[config.mk]
export PLATFORM = sky130hd
export DESIGN_NAME = vcc_top
export DESIGN_NICKNAME = d
export VERILOG_FILES = /design/src/rtl/vcc_pkg.sv /design/src/rtl/vcc_channel.sv /design/src/rtl/vcc_top.sv
export SDC_FILE = /design/constraint.sdc
export NUM_CORES = 1
export LEC_CHECK = 0
export BUFFER_PORTS_ARGS = -buffer_cell sky130_fd_sc_hd__clkbuf_2
export CAP_MARGIN = 20
export CORE_MARGIN = 2
export CORE_UTILIZATION = 55
export CTS_CLUSTER_SIZE = 25
export DETAILED_ROUTE_END_ITERATION = 8
export MAX_ROUTING_LAYER = met4
export PLACE_DENSITY = 0.85
export SYNTH_ARGS = -nofsm -noshare
export SYNTH_HDL_FRONTEND = slang
export SYNTH_SLANG_ARGS = --single-unit
export TNS_END_PERCENT = 1
[constraint.sdc]
create_clock -name clk_i -period 2.4 [get_ports clk_i]
set_input_delay 0.24 -clock clk_i [delete_from_list [all_inputs] [get_ports clk_i]]
set_output_delay 0.24 -clock clk_i [all_outputs]
set_load 0.02 [all_outputs]
[src/rtl/vcc_pkg.sv]
// package: register map, field layout and encodings of the comparator block
package vcc_pkg;

  // number of comparator instances
  localparam int unsigned VCC_NUM_CMP = 2;

  // register addresses on the special function register port
  localparam logic [7:0] VCC_CTRL0_ADDR = 8'h9B;
  localparam logic [7:0] VCC_MODE0_ADDR = 8'h9D;
  localparam logic [7:0] VCC_CTRL1_ADDR = 8'h9A;
  localparam logic [7:0] VCC_MODE1_ADDR = 8'h9C;

  // control register field positions
  localparam int unsigned VCC_ON_BIT = 7;
  localparam int unsigned VCC_LEVEL_BIT = 6;
  localparam int unsigned VCC_RISE_BIT = 5;
  localparam int unsigned VCC_FALL_BIT = 4;
  localparam int unsigned VCC_UPH_LSB = 2;
  localparam int unsigned VCC_DNH_LSB = 0;

  // mode register field positions
  localparam int unsigned VCC_MODE_RSV_BIT = 7;
  localparam int unsigned VCC_RIE_BIT = 5;
  localparam int unsigned VCC_FIE_BIT = 4;
  localparam int unsigned VCC_MD_LSB = 0;

  // reset values
  localparam logic [7:0] VCC_CTRL_RESET = 8'h00;
  localparam logic [7:0] VCC_MODE_RESET = 8'h82;
  localparam logic [1:0] VCC_MD_RESET = 2'h2;
  localparam logic [1:0] VCC_HYST_RESET = 2'h0;

  // nominal hysteresis amounts in millivolts per level
  localparam int unsigned VCC_HYST_MV_LVL1 = 5;
  localparam int unsigned VCC_HYST_MV_LVL2 = 10;
  localparam int unsigned VCC_HYST_MV_LVL3 = 20;

  // response time modes, fastest to lowest power
  typedef enum logic [1:0] {
    VCC_RESP_FAST = 2'b00,
    VCC_RESP_MID1 = 2'b01,
    VCC_RESP_MID2 = 2'b10,
    VCC_RESP_SLOW = 2'b11
  } vcc_resp_t;

  // hysteresis levels, shared by the rising and falling side
  typedef enum logic [1:0] {
    VCC_HYST_OFF = 2'b00,
    VCC_HYST_LVL1 = 2'b01,
    VCC_HYST_LVL2 = 2'b10,
    VCC_HYST_LVL3 = 2'b11
  } vcc_hyst_t;

endpackage : vcc_pkg

[src/rtl/vcc_channel.sv]
// one comparator channel: synchroniser, edge detection, sticky flags, irq
`timescale 1ns/1ns
`default_nettype none

module vcc_channel (
  input wire logic clk_i,
  input wire logic rst_i,
  input wire logic raw_i,
  input wire logic enable_i,
  input wire logic flag_wr_i,
  input wire logic rise_wdata_i,
  input wire logic fall_wdata_i,
  input wire logic rise_irq_allow_i,
  input wire logic fall_irq_allow_i,
  input wire logic src_en_i,
  input wire logic global_en_i,
  output logic level_o,
  output logic rise_seen_o,
  output logic fall_seen_o,
  output logic irq_o
);

  ////////////////////////////////////////////////////////////////////////////
  typedef struct packed {
    logic sync1;
    logic sync2;
    logic level;
    logic level_prev;
    logic rise;
    logic fall;
  } vcc_chan_state_t;

  vcc_chan_state_t state_q;
  vcc_chan_state_t state_d;
  logic rise_ev;
  logic fall_ev;

  ////////////////////////////////////////////////////////////////////////////
  // edge events from two consecutive samples of the gated synced level,
  // so a shutdown shows its falling edge in the cycle it happens
  assign rise_ev = level_o & ~state_q.level_prev; // [RULE_25]
  assign fall_ev = ~level_o & state_q.level_prev; // [RULE_25]

  // next state: sync chain, level, and flags where a set beats a clear
  always_comb begin
    state_d = state_q;
    state_d.sync1 = raw_i; // [RULE_03]
    state_d.sync2 = state_q.sync1;
    state_d.level = state_q.sync2 & enable_i; // [RULE_02] [RULE_03]
    state_d.level_prev = level_o;
    if (flag_wr_i) begin
      state_d.rise = rise_wdata_i; // [RULE_19]
      state_d.fall = fall_wdata_i; // [RULE_19]
    end
    // flags set regardless of interrupt enables, never auto cleared
    state_d.rise = state_d.rise | rise_ev; // [RULE_05] [RULE_06] [RULE_07]
    state_d.fall = state_d.fall | fall_ev; // [RULE_05] [RULE_06] [RULE_07]
  end

  // state register
  always_ff @(posedge clk_i or posedge rst_i) begin
    if (rst_i) begin
      state_q <= '0;
    end else begin
      state_q <= state_d;
    end
  end

  ////////////////////////////////////////////////////////////////////////////
  // outputs; the irq is the gated OR of both flags
  assign level_o = state_q.level & enable_i; // [RULE_02]
  assign rise_seen_o = state_q.rise;
  assign fall_seen_o = state_q.fall;
  assign irq_o = global_en_i & src_en_i & // [RULE_09]
    ((state_q.rise & rise_irq_allow_i) | // [RULE_26] [RULE_08]
     (state_q.fall & fall_irq_allow_i)); // [RULE_26] [RULE_08]

  ////////////////////////////////////////////////////////////////////////////
  // flag stays set unless software writes it
  a_rise_sticky: assert property (@(posedge clk_i) // [RULE_07]
    disable iff (rst_i)
    (state_q.rise && !flag_wr_i) |=> state_q.rise)
    else $error("rise flag dropped without a write");

  // a write racing an edge keeps the flag
  a_set_wins: assert property (@(posedge clk_i) // [RULE_06]
    disable iff (rst_i)
    (fall_ev && flag_wr_i && !fall_wdata_i) |=> state_q.fall)
    else $error("fall event lost under a clear");

endmodule : vcc_channel

`default_nettype wire

[src/rtl/vcc_top.sv]
// comparator control: registers, output gating, two channels and checks
//
// Behaviour
// RULE_01 - enabled output high when plus exceeds minus
// RULE_02 - disabled comparator forces both outputs zero
// RULE_03 - result synchronised; readable, irq source, pin
// RULE_04 - raw output unsynchronised, valid without clock
// RULE_05 - separate rising and falling flags per comparator
// RULE_06 - flags set regardless of interrupt enables
// RULE_07 - flags stay set until software clears
// RULE_08 - separate rising and falling interrupt enables
// RULE_09 - irq needs source enable and global enable
// RULE_10 - four response modes, fastest to lowest power
// RULE_11 - cleared enable puts comparator in shutdown
// RULE_12 - positive hysteresis delays rising output
// RULE_13 - negative hysteresis delays falling output
// RULE_14 - hysteresis levels 0, 5, 10, 20 mV
// RULE_15 - software sets enable before use
// RULE_16 - software clears flags after setting changes
// RULE_17 - control bit 7 is enable, reset zero
// RULE_18 - control bit 6 reads synced result
// RULE_19 - control bits 5, 4 are edge flags
// RULE_20 - control bits 3:2 select positive hysteresis
// RULE_21 - control bits 1:0 select negative hysteresis
// RULE_22 - both comparators share identical logic
// RULE_23 - mode bits 5, 4 enable edge interrupts
// RULE_24 - mode bits 1:0 response mode, reset 10
// RULE_25 - edges from consecutive synced samples
// RULE_26 - irq is OR of enabled flags
`timescale 1ns/1ns
`default_nettype none

module vcc_top (
  input wire logic clk_i,
  input wire logic rst_i,
  // special function register port
  input wire logic [7:0] sfr_addr_i,
  input wire logic sfr_wr_i,
  input wire logic sfr_rd_i,
  input wire logic [7:0] sfr_wdata_i,
  output logic [7:0] sfr_rdata_o,
  // analog front end
  input wire logic [vcc_pkg::VCC_NUM_CMP-1:0] cmp_result_i,
  output logic [vcc_pkg::VCC_NUM_CMP-1:0] cmp_on_o,
  output logic [vcc_pkg::VCC_NUM_CMP-1:0][1:0] up_hyst_sel_o,
  output logic [vcc_pkg::VCC_NUM_CMP-1:0][1:0] down_hyst_sel_o,
  output vcc_pkg::vcc_resp_t [vcc_pkg::VCC_NUM_CMP-1:0] resp_mode_o,
  // comparator outputs toward port pins and wake-up logic
  output logic [vcc_pkg::VCC_NUM_CMP-1:0] synced_cmp_out_o,
  output logic [vcc_pkg::VCC_NUM_CMP-1:0] raw_cmp_out_o,
  // interrupt handler
  input wire logic [vcc_pkg::VCC_NUM_CMP-1:0] irq_src_en_i,
  input wire logic irq_global_en_i,
  output logic [vcc_pkg::VCC_NUM_CMP-1:0] irq_req_o
);

  import vcc_pkg::*;

  ////////////////////////////////////////////////////////////////////////////
  localparam int unsigned N = VCC_NUM_CMP;

  // address of each channel's registers, index 0 is the first comparator
  localparam logic [N-1:0][7:0] CTRL_ADDR = {VCC_CTRL1_ADDR, VCC_CTRL0_ADDR};
  localparam logic [N-1:0][7:0] MODE_ADDR = {VCC_MODE1_ADDR, VCC_MODE0_ADDR};

  typedef struct packed {
    logic [N-1:0] on;
    logic [N-1:0][1:0] up_hyst;
    logic [N-1:0][1:0] dn_hyst;
    logic [N-1:0] rie;
    logic [N-1:0] fie;
    logic [N-1:0][1:0] md;
    logic [7:0] rdata;
  } vcc_regs_t;

  vcc_regs_t regs_q;
  vcc_regs_t regs_d;

  logic [N-1:0] level;
  logic [N-1:0] rise_flag;
  logic [N-1:0] fall_flag;
  logic [N-1:0] flag_wr;
  logic [N-1:0] raw_gated;
  logic [N-1:0][7:0] ctrl_img;
  logic [N-1:0][7:0] mode_img;

  ////////////////////////////////////////////////////////////////////////////
  // per channel: register images, raw gating and the channel logic
  genvar g;
  generate
    for (g = 0; g < N; g++) begin : g_chan
      // control image; bit 6 mirrors the synced result
      always_comb begin
        ctrl_img[g] = VCC_CTRL_RESET;
        ctrl_img[g][VCC_ON_BIT] = regs_q.on[g]; // [RULE_17]
        ctrl_img[g][VCC_LEVEL_BIT] = synced_cmp_out_o[g]; // [RULE_18]
        ctrl_img[g][VCC_RISE_BIT] = rise_flag[g]; // [RULE_19]
        ctrl_img[g][VCC_FALL_BIT] = fall_flag[g]; // [RULE_19]
        ctrl_img[g][VCC_UPH_LSB +: 2] = regs_q.up_hyst[g]; // [RULE_20]
        ctrl_img[g][VCC_DNH_LSB +: 2] = regs_q.dn_hyst[g]; // [RULE_21]
      end

      // mode image; reserved bit 7 reads one, unused bits zero
      always_comb begin
        mode_img[g] = 8'h00;
        mode_img[g][VCC_MODE_RSV_BIT] = VCC_MODE_RESET[VCC_MODE_RSV_BIT];
        mode_img[g][VCC_RIE_BIT] = regs_q.rie[g]; // [RULE_23]
        mode_img[g][VCC_FIE_BIT] = regs_q.fie[g]; // [RULE_23]
        mode_img[g][VCC_MD_LSB +: 2] = regs_q.md[g]; // [RULE_24]
      end

      // a control write also writes the edge flags
      assign flag_wr[g] = sfr_wr_i && (sfr_addr_i == CTRL_ADDR[g]);

      // raw path has no flop so it works with the clock stopped
      assign raw_gated[g] = cmp_result_i[g] & regs_q.on[g]; // [RULE_02]

      // identical logic for every comparator
      vcc_channel u_chan ( // [RULE_22]
        .clk_i(clk_i),
        .rst_i(rst_i),
        .raw_i(cmp_result_i[g]), // synchronised before any gate
        .enable_i(regs_q.on[g]),
        .flag_wr_i(flag_wr[g]),
        .rise_wdata_i(sfr_wdata_i[VCC_RISE_BIT]),
        .fall_wdata_i(sfr_wdata_i[VCC_FALL_BIT]),
        .rise_irq_allow_i(regs_q.rie[g]),
        .fall_irq_allow_i(regs_q.fie[g]),
        .src_en_i(irq_src_en_i[g]),
        .global_en_i(irq_global_en_i),
        .level_o(level[g]),
        .rise_seen_o(rise_flag[g]),
        .fall_seen_o(fall_flag[g]),
        .irq_o(irq_req_o[g])
      );

      // outputs toward the analog front end and port pins
      assign raw_cmp_out_o[g] = raw_gated[g]; // [RULE_01] [RULE_04]
      assign synced_cmp_out_o[g] = level[g]; // [RULE_03]
      assign cmp_on_o[g] = regs_q.on[g]; // [RULE_11]
      assign up_hyst_sel_o[g] = regs_q.up_hyst[g]; // [RULE_12] [RULE_14]
      assign down_hyst_sel_o[g] = regs_q.dn_hyst[g]; // [RULE_13] [RULE_14]
      assign resp_mode_o[g] = vcc_resp_t'(regs_q.md[g]); // [RULE_10]

      ////////////////////////////////////////////////////////////////////////
      // a rising synced level sets the rising flag next cycle
      a_rise_sets_flag: assert property (@(posedge clk_i) // [RULE_06]
        disable iff (rst_i) $rose(level[g]) |=> rise_flag[g])
        else $error("rising edge did not set the flag");

      // a falling synced level sets the falling flag next cycle
      a_fall_sets_flag: assert property (@(posedge clk_i) // [RULE_05]
        disable iff (rst_i) $fell(level[g]) |=> fall_flag[g])
        else $error("falling edge did not set the flag");

      // falling flag holds without a software write
      a_flag_no_autoclr: assert property (@(posedge clk_i) // [RULE_07]
        disable iff (rst_i)
        (fall_flag[g] && !flag_wr[g]) |=> fall_flag[g])
        else $error("falling flag cleared by hardware");

      // switched off means both outputs low
      a_off_outputs_low: assert property (@(posedge clk_i) // [RULE_02]
        disable iff (rst_i)
        !regs_q.on[g] |-> (!raw_cmp_out_o[g] && !synced_cmp_out_o[g]))
        else $error("disabled comparator drives a one");

      // a steady high result reaches the synced output in three edges
      a_sync_latency: assert property (@(posedge clk_i) // [RULE_03]
        disable iff (rst_i)
        (raw_gated[g] && regs_q.on[g])[*3] ##1 regs_q.on[g]
          |-> synced_cmp_out_o[g])
        else $error("synced output late");

      // an irq needs both gates open
      a_irq_gated: assert property (@(posedge clk_i) // [RULE_09]
        disable iff (rst_i)
        irq_req_o[g] |-> (irq_global_en_i && irq_src_en_i[g]))
        else $error("irq without global or source enable");

      // an enabled set flag with gates open raises the irq
      a_irq_from_flag: assert property (@(posedge clk_i) // [RULE_26]
        disable iff (rst_i)
        (irq_global_en_i && irq_src_en_i[g] &&
         ((rise_flag[g] && regs_q.rie[g]) ||
          (fall_flag[g] && regs_q.fie[g]))) |-> irq_req_o[g])
        else $error("enabled flag gave no irq");

      // control read returns the synced level in bit 6
      a_read_level: assert property (@(posedge clk_i) // [RULE_18]
        disable iff (rst_i)
        (sfr_rd_i && sfr_addr_i == CTRL_ADDR[g]) |=>
          sfr_rdata_o[VCC_LEVEL_BIT] == $past(synced_cmp_out_o[g]))
        else $error("control read lost the level bit");

      // mode write lands in the response mode output
      a_mode_write: assert property (@(posedge clk_i) // [RULE_24]
        disable iff (rst_i)
        (sfr_wr_i && sfr_addr_i == MODE_ADDR[g]) |=>
          resp_mode_o[g] == vcc_resp_t'($past(sfr_wdata_i[1:0])))
        else $error("mode field not written");

      // enable bit follows a control write
      a_enable_write: assert property (@(posedge clk_i) // [RULE_17]
        disable iff (rst_i)
        (sfr_wr_i && sfr_addr_i == CTRL_ADDR[g]) |=>
          cmp_on_o[g] == $past(sfr_wdata_i[VCC_ON_BIT]))
        else $error("enable bit not written");

      // raw output tracks the front end while switched on
      a_raw_follows: assert property (@(posedge clk_i) // [RULE_04]
        disable iff (rst_i)
        regs_q.on[g] |-> (raw_cmp_out_o[g] == cmp_result_i[g]))
        else $error("raw output does not follow the front end");

      // hysteresis fields follow a control write
      a_hyst_write: assert property (@(posedge clk_i) // [RULE_20] [RULE_21]
        disable iff (rst_i)
        (sfr_wr_i && sfr_addr_i == CTRL_ADDR[g]) |=>
          (up_hyst_sel_o[g] == $past(sfr_wdata_i[VCC_UPH_LSB +: 2]) &&
           down_hyst_sel_o[g] == $past(sfr_wdata_i[VCC_DNH_LSB +: 2])))
        else $error("hysteresis fields not written");

      // interrupt enables follow a mode write
      a_irq_en_write: assert property (@(posedge clk_i) // [RULE_23]
        disable iff (rst_i)
        (sfr_wr_i && sfr_addr_i == MODE_ADDR[g]) |=>
          (regs_q.rie[g] == $past(sfr_wdata_i[VCC_RIE_BIT]) &&
           regs_q.fie[g] == $past(sfr_wdata_i[VCC_FIE_BIT])))
        else $error("interrupt enables not written");

      // software may set a flag by writing a one
      a_flag_write_set: assert property (@(posedge clk_i) // [RULE_19]
        disable iff (rst_i)
        (flag_wr[g] && sfr_wdata_i[VCC_RISE_BIT]) |=> rise_flag[g])
        else $error("written rising flag not set");

      // no request without an enabled set flag
      a_irq_needs_flag: assert property (@(posedge clk_i) // [RULE_26]
        disable iff (rst_i)
        irq_req_o[g] |-> ((rise_flag[g] && regs_q.rie[g]) ||
          (fall_flag[g] && regs_q.fie[g])))
        else $error("irq without an enabled flag");

      // control read returns both edge flags
      a_read_flags: assert property (@(posedge clk_i) // [RULE_19]
        disable iff (rst_i)
        (sfr_rd_i && sfr_addr_i == CTRL_ADDR[g]) |=>
          (sfr_rdata_o[VCC_RISE_BIT] == $past(rise_flag[g]) &&
           sfr_rdata_o[VCC_FALL_BIT] == $past(fall_flag[g])))
        else $error("control read lost an edge flag");

      // control read returns both hysteresis fields
      a_read_hyst: assert property (@(posedge clk_i) // [RULE_20] [RULE_21]
        disable iff (rst_i)
        (sfr_rd_i && sfr_addr_i == CTRL_ADDR[g]) |=>
          (sfr_rdata_o[VCC_UPH_LSB +: 2] == $past(regs_q.up_hyst[g]) &&
           sfr_rdata_o[VCC_DNH_LSB +: 2] == $past(regs_q.dn_hyst[g])))
        else $error("control read lost a hysteresis field");

      // mode read returns both interrupt enables
      a_read_irq_en: assert property (@(posedge clk_i) // [RULE_23]
        disable iff (rst_i)
        (sfr_rd_i && sfr_addr_i == MODE_ADDR[g]) |=>
          (sfr_rdata_o[VCC_RIE_BIT] == $past(regs_q.rie[g]) &&
           sfr_rdata_o[VCC_FIE_BIT] == $past(regs_q.fie[g])))
        else $error("mode read lost an interrupt enable");

      // main scenarios
      c_rise_flag: cover property (@(posedge clk_i) disable iff (rst_i)
        $rose(rise_flag[g]));
      c_fall_flag: cover property (@(posedge clk_i) disable iff (rst_i)
        $rose(fall_flag[g]));
      c_irq: cover property (@(posedge clk_i) disable iff (rst_i)
        $rose(irq_req_o[g]));
      c_shutdown: cover property (@(posedge clk_i) disable iff (rst_i)
        $fell(cmp_on_o[g]));
      c_power_up: cover property (@(posedge clk_i) disable iff (rst_i)
        $rose(cmp_on_o[g]));
    end
  endgenerate

  ////////////////////////////////////////////////////////////////////////////
  // register writes and read data, decoded per channel
  always_comb begin
    regs_d = regs_q;
    for (int i = 0; i < N; i++) begin
      if (sfr_wr_i && sfr_addr_i == CTRL_ADDR[i]) begin
        regs_d.on[i] = sfr_wdata_i[VCC_ON_BIT]; // [RULE_11] [RULE_17]
        regs_d.up_hyst[i] = sfr_wdata_i[VCC_UPH_LSB +: 2]; // [RULE_20]
        regs_d.dn_hyst[i] = sfr_wdata_i[VCC_DNH_LSB +: 2]; // [RULE_21]
      end else if (sfr_wr_i && sfr_addr_i == MODE_ADDR[i]) begin
        regs_d.rie[i] = sfr_wdata_i[VCC_RIE_BIT]; // [RULE_08] [RULE_23]
        regs_d.fie[i] = sfr_wdata_i[VCC_FIE_BIT]; // [RULE_08] [RULE_23]
        regs_d.md[i] = sfr_wdata_i[VCC_MD_LSB +: 2]; // [RULE_10] [RULE_24]
      end
    end
    // a read of any other address returns zero
    if (sfr_rd_i) begin
      regs_d.rdata = 8'h00;
      for (int i = 0; i < N; i++) begin
        if (sfr_addr_i == CTRL_ADDR[i]) begin
          regs_d.rdata = ctrl_img[i];
        end else if (sfr_addr_i == MODE_ADDR[i]) begin
          regs_d.rdata = mode_img[i];
        end
      end
    end
  end

  // register state; mode field resets to the documented middle mode
  always_ff @(posedge clk_i or posedge rst_i) begin
    if (rst_i) begin
      regs_q <= '0;
      for (int i = 0; i < N; i++) begin
        regs_q.md[i] <= VCC_MD_RESET; // [RULE_24]
        regs_q.up_hyst[i] <= VCC_HYST_RESET;
        regs_q.dn_hyst[i] <= VCC_HYST_RESET;
      end
    end else begin
      regs_q <= regs_d;
    end
  end

  assign sfr_rdata_o = regs_q.rdata;

  ////////////////////////////////////////////////////////////////////////////
  // reserved mode bit always reads one
  a_mode_rsv_one: assert property (@(posedge clk_i) // [RULE_24]
    disable iff (rst_i)
    (sfr_rd_i && sfr_addr_i == VCC_MODE0_ADDR) |=>
      sfr_rdata_o[VCC_MODE_RSV_BIT])
    else $error("reserved mode bit read zero");

  // unmapped reads return zero
  a_unmapped_zero: assert property (@(posedge clk_i) // [RULE_17]
    disable iff (rst_i)
    (sfr_rd_i && sfr_addr_i != VCC_CTRL0_ADDR && sfr_addr_i != VCC_CTRL1_ADDR
     && sfr_addr_i != VCC_MODE0_ADDR && sfr_addr_i != VCC_MODE1_ADDR)
      |=> sfr_rdata_o == 8'h00)
    else $error("unmapped read not zero");

  // reserved bit of the second mode register reads one as well
  a_mode1_rsv_one: assert property (@(posedge clk_i) // [RULE_24]
    disable iff (rst_i)
    (sfr_rd_i && sfr_addr_i == VCC_MODE1_ADDR) |=>
      sfr_rdata_o[VCC_MODE_RSV_BIT])
    else $error("second reserved mode bit read zero");

endmodule : vcc_top

`default_nettype wire

==> results_dict.tcl, run 1 <==
set metrics [dict create \
    status "complete, no violations" \
    clockBufferDepth 2 \
    drive_above_1_share 0.459 \
    die-area_sq_um 3790 \
    grt_max_degree 39 \
    ys_warn_count 0 \
    syn_area_sq_um 1820 \
    min_period_ns 1.53 \
    hp-class "in -> reg" \
    dieHeight_um 61.6 \
    final-max-slew-violation-count 0 \
    post-place-ws_ns 0.500 \
    cts.reportedPaths.clkPinSlew_ns 0.13 \
    path_max_fanout 10 \
    postSynthCellCount 143 \
    peakVddDrop_mv 0.347 \
    drc 0 \
    cp-start-kind "primary input" \
    ios 53 \
    syn_to_final_growth_pct 20.2 \
    yosysTopAreaCell "dfrtp_1" \
    p_seq_frac 0.539 \
    worstSetupPathType "in -> reg" \
    final_area_sq_um 2190 \
    switchingPower_mw 0.323 \
    ys_top_cells_by_count "dfrtp_1 (36), mux2_2 (17), nor2_1 (10)" \
    yosysMostFrequentCell "dfrtp_1" \
    place_hpwl_um 2790 \
    first_iter_violations 36 \
    die_w_um 61.6 \
    worst_ep_arrival_time_ns 1.77 \
    cts.sinks 38 \
    power_density_nw_per_um2 578 \
    grt_overflow 0 \
    ctsHtreeMaxLevel 2 \
    synth_cell_type_count 33 \
    postCtsSetupBuffers 0 \
    synth_edf_count 0 \
    cts_tree "yes" \
    ys_top_cells_by_area "dfrtp_1 (49%), mux2_2 (11%), mux2i_1 (4.9%)" \
    clk_latency_ns 0.35 \
    finClkSkew_ns 0.0119 \
    rsz0062_at_grt "no" \
    setup_tns_ns 0 \
    cts-root-buf "clkbuf_4" \
    viasPerCell 5.39 \
    setup_slack_ns 0.872 \
    via_count 1293 \
    grt_pass1_vias 1298 \
    synth_flop_cell "dfrtp_1" \
    n_antenna_cell 0 \
    worst-endpoint-required_ns 2.64 \
    hold_viol_final 0 \
    antenna_found_initial 0 \
    final_antenna_net_count 0 \
    drt-total-wl_um 3790 \
    synth-async-reset-ratio 1.00 \
    yosys_register_bits 38 \
    synth_fp_nets 168 \
    swShare 0.255 \
    first_pass_iters 4 \
    p_comb_frac 0.111 \
    relSlewSlack 0.558 \
    finalCritPeriodShare 0.637 \
    wl_per_cell_um 15.8 \
    n_fill_cell 233 \
    ys_seq_area_frac 0.523 \
    place_area_sq_um 2080 \
    hold_ws_ns 0.122 \
    fp.coreArea_sq_um 3100 \
    syn_area_per_cell_sq_um 12.7 \
    synthDominantCellAreaShare 0.494 \
    grt_pass1_wl_um 6130 \
    ff2ff_path_depth 3 \
    hold_depth 2 \
    fin_nets 220 \
    end_kind "flip-flop" \
    max_freq_ghz 0.654 \
    start_util 0.587 \
    setup_viol 0 \
    cts_resized 0 \
    p_clk_frac 0.351 \
    power_leakage_nw 1.10 \
    intPower_mw 0.943 \
    port_buffers 51 \
    numCtsBuffers 5 \
    maxCapViolations 0 \
    grt_usage 0.238 \
    worst_pin_slew_ns 0.657 \
    place.gp.congestion 0.827 \
    rows 20 \
]
-- power by group through the flow --
stage	Clock (mW)	Sequential, mW	Combinational, mW
finish	0.444	0.681	0.140
floorplan	0	0.701	0.0743
global route	0.481	0.685	0.153
global placement	0	0.692	0.132
CTS	0.445	0.682	0.140
detailed placement	0	0.694	0.136
-- through the flow --
stage	power, mW	std cells	util
5_1_grt	1.32	240	0.706
2_1_floorplan	0.776	143	-
3_3_place_gp	0.824	229	0.670
3_5_place_dp	0.830	229	0.670
6_report	1.27	240	0.706
4_1_cts	1.27	240	0.706
-- worst paths after layout --
check	start	endpoint	slack [ns]
worst max-delay path	sfr_addr_i[6]	resp_mode_o[0]$_DFFE_PP0P_	0.87
worst min-delay path	sfr_wdata_i[2]	up_hyst_sel_o[0]$_DFFE_PP0P_	0.12
worst max register to register	cmp_on_o[1]$_DFFE_PP0N_	sfr_rdata_o[6]$_DFFE_PP0P_	1.17
worst min register to register	g_chan[0].u_chan.state_d[4]$_DFF_PP0_	g_chan[0].u_chan.state_q[4]$_DFF_PP0_	0.37
max in group asynchronous	rst_i	resp_mode_o[1]$_DFFE_PP1P_	1.51
min in group asynchronous	rst_i	g_chan[0].u_chan.state_q[2]$_DFF_PP0_	0.53
-- kinds of logic after synthesis --
family	share of synthesized area
flops	0.523
buf+inv	0.0446
mux	0.187
compound gates	0.0920
simple gates	0.153
-- cells in the final DEF, fill, tap and decap left out, types with 5 or more instances in the layout --
master	synthesis	layout
clkbuf_2	0	51
dfrtp_1	36	36
mux2_2	17	17
nor2_1	10	10
mux2i_1	9	9
nand2b_1	7	7
and2_1	6	6
clkbuf_4	0	5
-- worst max-delay path: stages --
cell	delay (ns)
clkbuf_2	0.08
nand2b_1	0.34
or4_1	0.75
mux2_4	0.36
-- registers in the layout (all words and copies together), names as in the netlist --
signal	count
cmp_on_o	2
down_hyst_sel_o	4
g_chan.u_chan.fall_seen_o	2
g_chan.u_chan.rise_seen_o	2
g_chan.u_chan.state_d	2
g_chan.u_chan.state_q	6
mode_img	4
resp_mode_o	4
sfr_rdata_o	8
up_hyst_sel_o	4
-- timing repair --
item / in CTS / in global routing
hold buffers: 3 / 0
endpoints found under the setup margin: 0 / 0
hold endpoints to repair: 38 / 0
-- routing by layer --
metal / global-route usage / vias up / share of wire
li1: - / 612 / -
met1: 0.295 / 628 / 0.44
met3: 0.0756 / 5 / 0.057
met4: 0.0821 / 0 / 0.014
met5: - / - / 0
met2: 0.368 / 48 / 0.49
-- area by class of cell --
type | instances | area (sq um) | area share
sequential | 38 | 953 | 0.435
multi-input combinational | 91 | 788 | 0.360
clock buffer | 5 | 37.5 | 0.0171
inverter | 3 | 11.3 | 0.00514
clock inverter | 3 | 45.0 | 0.0206
tap | 44 | 55.1 | 0.0251
timing repair buffer | 56 | 300 | 0.137
(Power assumes the default switching activity.)
==> run 2, diff against run 1 <==
CORE_UTILIZATION = 46   (was 55)
PLACE_DENSITY = 0.76   (was 0.85)
clock period = 1.3 ns   (was 2.4 ns; I/O delays follow)
==> run 2 against run 1 <==
  * Design area is 13% higher
  * Register-to-register slack worse by 1.0 ns
  * Final cell count is 13% higher
  * First-iteration DRC count is 83% higher
  * Utilization is 4.4 points lower
  * Clock skew is 0.0039 ns lower
  * Via count is 10% higher
  * Non-clock buffer count is 26 higher
  * Sequential power is 85% higher
  * Critical path depth is 1 higher
  * Largest cell class unchanged
  * Highest routed layer unchanged
==> results_dict.tcl, run 2 (synthesis results as in run 1) <==
set metrics [dict create \
    final_common_cell "clkbuf_2" \
    die_w_um 67.0 \
    ios 53 \
    hold_viol_final 0 \
    dp.cells 257 \
    worst_pin_slew_ns 0.264 \
    grt_max_degree 39 \
    drt-total-wl_um 4450 \
    first_iter_violations 66 \
    ctsHtreeMaxLevel 2 \
    place_hpwl_um 3270 \
    numCtsBuffers 5 \
    rows 22 \
    fin_cells 270 \
    path_max_fanout 4 \
    power_density_nw_per_um2 1120 \
    antenna_found_initial 0 \
    cts_tree "yes" \
    min_from "sfr_wdata_i[3]" \
    maxCapViolations 0 \
    multi_input_area_sq_um 808 \
    cp-start-kind "primary input" \
    reg2reg_from "g_chan[0].u_chan.state_q[3]$_DFF_PP0_" \
    port_buffers 51 \
    max_freq_ghz 0.803 \
    viasPerCell 5.28 \
    peakVddDrop_mv 0.569 \
    worst_ep_arrival_time_ns 1.42 \
    fin_nets 246 \
    regToRegEndpoint "sfr_rdata_o[6]$_DFFE_PP0P_" \
    setup.worst_path.start "sfr_addr_i[0]" \
    n_fill_cell 311 \
    first_pass_iters 4 \
    worst-endpoint-required_ns 1.47 \
    drive_above_1_share 0.536 \
    seq_area_sq_um 953 \
    relSlewSlack 0.823 \
    finClkSkew_ns 0.00803 \
    grt_pass1_wl_um 7440 \
    path_buf_inv 2 \
    setup_viol 0 \
    ff2ff_path_depth 3 \
    n_antenna_cell 0 \
    die-area_sq_um 4480 \
    cts.reportedPaths.clkPinSlew_ns 0.08 \
    grt_overflow 0 \
    start_util 0.487 \
    holdPathEnd "up_hyst_sel_o[3]$_DFFE_PP0N_" \
    grt_pass1_vias 1520 \
    hp-class "in -> reg" \
    largest_reg_flops 8 \
    syn_to_final_growth_pct 36.0 \
    status "complete, no violations" \
    path_delay_family "simple AND/OR/NAND/NOR gates" \
    clockBufferDepth 2 \
    min_period_ns 1.25 \
    crit_chain "clkbuf_2 > or3b_1 > nor3_4 > buf_4 > mux2_2" \
    hold_depth 2 \
    grt_usage 0.235 \
    fp.coreArea_sq_um 3740 \
    setup_tns_ns 0 \
    worst_path_max_delay_cell "or3b_1" \
    cts.sinks 38 \
    place.gp.congestion 0.834 \
    cts-root-buf "clkbuf_8" \
    critPathMaxStageDelay_ns 0.46 \
    worstSetupPathType "in -> reg" \
    reg2reg_slack_ns 0.14 \
    power_mw 2.77 \
    via_count 1425 \
    finalCritPeriodShare 0.958 \
    power_leakage_nw 1.27 \
    mostFrequentLayoutCells "clkbuf_2 (51), dfrtp_1 (36), buf_4 (27)" \
    drc 0 \
    final-max-slew-violation-count 0 \
    clk_latency_ns 0.29 \
    wl_per_cell_um 16.5 \
    final_antenna_net_count 0 \
    dieHeight_um 67.0 \
    end_kind "flip-flop" \
    rsz0062_at_grt "no" \
]
-- run 2: changes by cell type in the layout (fill, tap and decap cells not counted), sizes merged --
cell,previous run,this run
bufinv,1,2
clkinvlp,2,0
clkinv,0,1
buf,2,28
-- run 2: through the flow --
step            util  setup WS (ns)  hold WS, ns  instance area (sq um)
2_1_floorplan      -         -0.149        0.161                   1840
3_3_place_gp   0.609         -0.222        0.174                   2280
3_5_place_dp   0.609         -0.287        0.191                   2280
4_1_cts        0.654         0.0205       0.0733                   2450
5_1_grt        0.662        0.00177       0.0783                   2480
6_report       0.662         0.0541       0.0839                   2480
-- run 2: report_power, final --
part	total [mW]	switching, mW	internal (mW)	leakage (nW)
Combinational	0.313	0.165	0.148	0.711
Clock	1.20	0.430	0.769	0.0683
Sequential	1.26	0.0309	1.22	0.491
-- run 2: routing by layer --
metal  part of all wire  track usage
met2               0.52        0.399
met5                  0            -
met4              0.014       0.0791
met3              0.053       0.0473
met1               0.41        0.281
-- run 2: worst max path at each step --
stage                                                   endpoint  slack (ns)  cells after the start
after floorplan                          mode_img[4]$_DFFE_PP0P_       -0.15                      5
after global placement                   cmp_on_o[1]$_DFFE_PP0N_       -0.22                      4
after detailed placement  g_chan[1].u_chan.fall_seen_o$_DFF_PP0_       -0.29                      5
after CTS                 g_chan[1].u_chan.fall_seen_o$_DFF_PP0_        0.02                      5
after global routing                                irq_req_o[0]       0.002                      3
final                               up_hyst_sel_o[2]$_DFFE_PP0N_        0.05                      5
-- run 2: layout make-up --
| class | count | share of cell area |
|---|---|---|
| clock inverters | 3 | 0.0278 |
| flip-flops and latches | 38 | 0.385 |
| inverters | 3 | 0.00454 |
| multi-input cells | 91 | 0.326 |
| well taps | 48 | 0.0242 |
| repair buffers | 82 | 0.205 |
| clock buffers | 5 | 0.0278 |
-- run 2: what timing repair did --
| action | CTS | global route |
|---|---|---|
| endpoints found under the hold margin | 38 | 0 |
| hold buffers | 3 | 0 |
| buffers inserted | 0 | 2 |
| gates resized for setup | 0 | 3 |
| setup endpoints to repair | 0 | 8 |
==> run 3, diff against run 2 <==
CORE_ASPECT_RATIO = 0.6   (was unset)
==> run 3 against run 2 <==
  * Die area is 0.38% higher
  * First-iteration DRC count increased by 4.5%
  * Clock-buffer cell count up 2
  * Global-route usage is 2.5 points lower
  * Design area down 3.5%
  * Combinational power is 4% lower
  * Utilization down 2.3 points
  * Wire length fell by 5.2%
  * Sequential power about the same
  * Power is 8.7% lower
  * Critical path type is now reg -> out
==> results_dict.tcl, run 3 (synthesis results as in run 1) <==
set metrics [dict create \
    n_antenna_cell 0 \
    hold_ws_ns 0.0933 \
    final-max-slew-violation-count 0 \
    path_max_fanout 3 \
    path_buf_inv 1 \
    rsz0062_at_grt "no" \
    worst_ep_arrival_time_ns 1.13 \
    p_clk_frac 0.384 \
    fin_nets 242 \
    fp.coreArea_sq_um 3740 \
    rows 17 \
    p_seq_frac 0.497 \
    start_util 0.487 \
    swShare 0.233 \
    hold_viol_final 0 \
    ff2ff_path_depth 3 \
    cts.sinks 38 \
    max_freq_ghz 0.793 \
    place_area_sq_um 2250 \
    viasPerCell 5.28 \
    setup_viol 0 \
    place.gp.congestion 0.882 \
    hp-class "in -> reg" \
    peakVddDrop_mv 0.641 \
    relSlewSlack 0.690 \
    final_area_sq_um 2390 \
    finClkSkew_ns 0.00795 \
    cts-root-buf "clkbuf_8" \
    place_hpwl_um 3240 \
    final_antenna_net_count 0 \
    worst-endpoint-required_ns 1.17 \
    ios 53 \
    cp.depth 3 \
    critPathMaxStageDelay_ns 0.43 \
    grt_pass1_vias 1388 \
    drive_above_1_share 0.514 \
    mostFrequentLayoutCells "clkbuf_2 (51), dfrtp_1 (36), buf_4 (24)" \
    grt_max_degree 39 \
    crit_chain "a22oi_2 > nor2_1 > clkbuf_2" \
    path_delay_family "flip-flops" \
    die-area_sq_um 4500 \
    multi_input_area_sq_um 797 \
    grt_usage 0.210 \
    min_period_ns 1.26 \
    fin_util 0.639 \
    dieHeight_um 52.8 \
    port_buffers 51 \
    numCtsBuffers 5 \
    maxCapViolations 0 \
    first_pass_iters 4 \
    n_fill_cell 292 \
    setup_tns_ns 0 \
    postCtsSetupBuffers 0 \
    via_count 1399 \
    finalCritPeriodShare 0.970 \
    cts_tree "yes" \
    antenna_found_initial 0 \
    worstSetupPathType "reg -> out" \
    p_comb_frac 0.119 \
    cts.reportedPaths.clkPinSlew_ns 0.08 \
    largest_reg_flops 8 \
    drc 0 \
    switchingPower_mw 0.589 \
    hold_depth 2 \
    first_iter_violations 69 \
    grt_pass1_wl_um 6820 \
    seq_area_sq_um 953 \
    worst_pin_slew_ns 0.464 \
    intPower_mw 1.94 \
    cp-start-kind "flip-flop" \
    worst_path_max_delay_cell "dfrtp_1" \
    power_mw 2.53 \
    final_common_cell "clkbuf_2" \
    status "complete, no violations" \
    syn_to_final_growth_pct 31.2 \
    die_w_um 85.3 \
    drt-total-wl_um 4210 \
    power_leakage_nw 1.23 \
    power_density_nw_per_um2 1060 \
    clockBufferDepth 2 \
    wl_per_cell_um 15.9 \
    clk_latency_ns 0.29 \
    end_kind "primary output" \
    grt_overflow 0 \
    ctsHtreeMaxLevel 2 \
]
## run 3: final timing paths
kind                                                             start                               endpoint  slack [ns]
min in group asynchronous                                        rst_i             sfr_rdata_o[3]$_DFFE_PP0P_        0.48
worst max register to register   g_chan[1].u_chan.state_q[3]$_DFF_PP0_             sfr_rdata_o[6]$_DFFE_PP0P_        0.16
worst min register to register   g_chan[1].u_chan.state_d[4]$_DFF_PP0_  g_chan[1].u_chan.state_q[4]$_DFF_PP0_        0.35
max in group asynchronous                                        rst_i             resp_mode_o[1]$_DFFE_PP1P_        0.47
worst max-delay path            g_chan[1].u_chan.rise_seen_o$_DFF_PP0_                           irq_req_o[1]        0.04
worst min-delay path                                    sfr_wdata_i[3]           up_hyst_sel_o[3]$_DFFE_PP0N_        0.09
## run 3: metrics by stage
stage,setup WS [ns],std cells
floorplan,-0.149,143
global route,0.00637,265
detailed placement,-0.204,254
finish,0.0387,265
CTS,0.0298,265
global placement,-0.167,254
## run 3: final cells by class
type / instances / area share
clock buffers: 7 / 0.0319
clock inverters: 1 / 0.0126
well taps: 47 / 0.0246
flip-flops and latches: 38 / 0.399
multi-input cells: 91 / 0.333
inverters: 3 / 0.00471
repair buffers: 78 / 0.195
## run 3: what timing repair did
action | CTS | global route
resized for setup | 0 | 1
setup endpoints to repair | 0 | 1
hold endpoints to repair | 38 | 0
hold buffers | 3 | 0
## run 3: power groups by stage
stage / Combinational [mW] / Clock [mW] / Sequential, mW
2_1_floorplan: 0.139 / 0 / 1.29
3_3_place_gp: 0.286 / 0 / 1.28
3_5_place_dp: 0.293 / 0 / 1.28
4_1_cts: 0.300 / 0.982 / 1.26
5_1_grt: 0.327 / 1.05 / 1.26
6_report: 0.301 / 0.970 / 1.26
## run 3: metal layers
metal	share of wire	vias up	global-route usage
met4	0.0045	0	0.0503
met2	0.40	59	0.294
li1	-	668	-
met1	0.51	669	0.304
met5	0	-	-
met3	0.084	3	0.0567
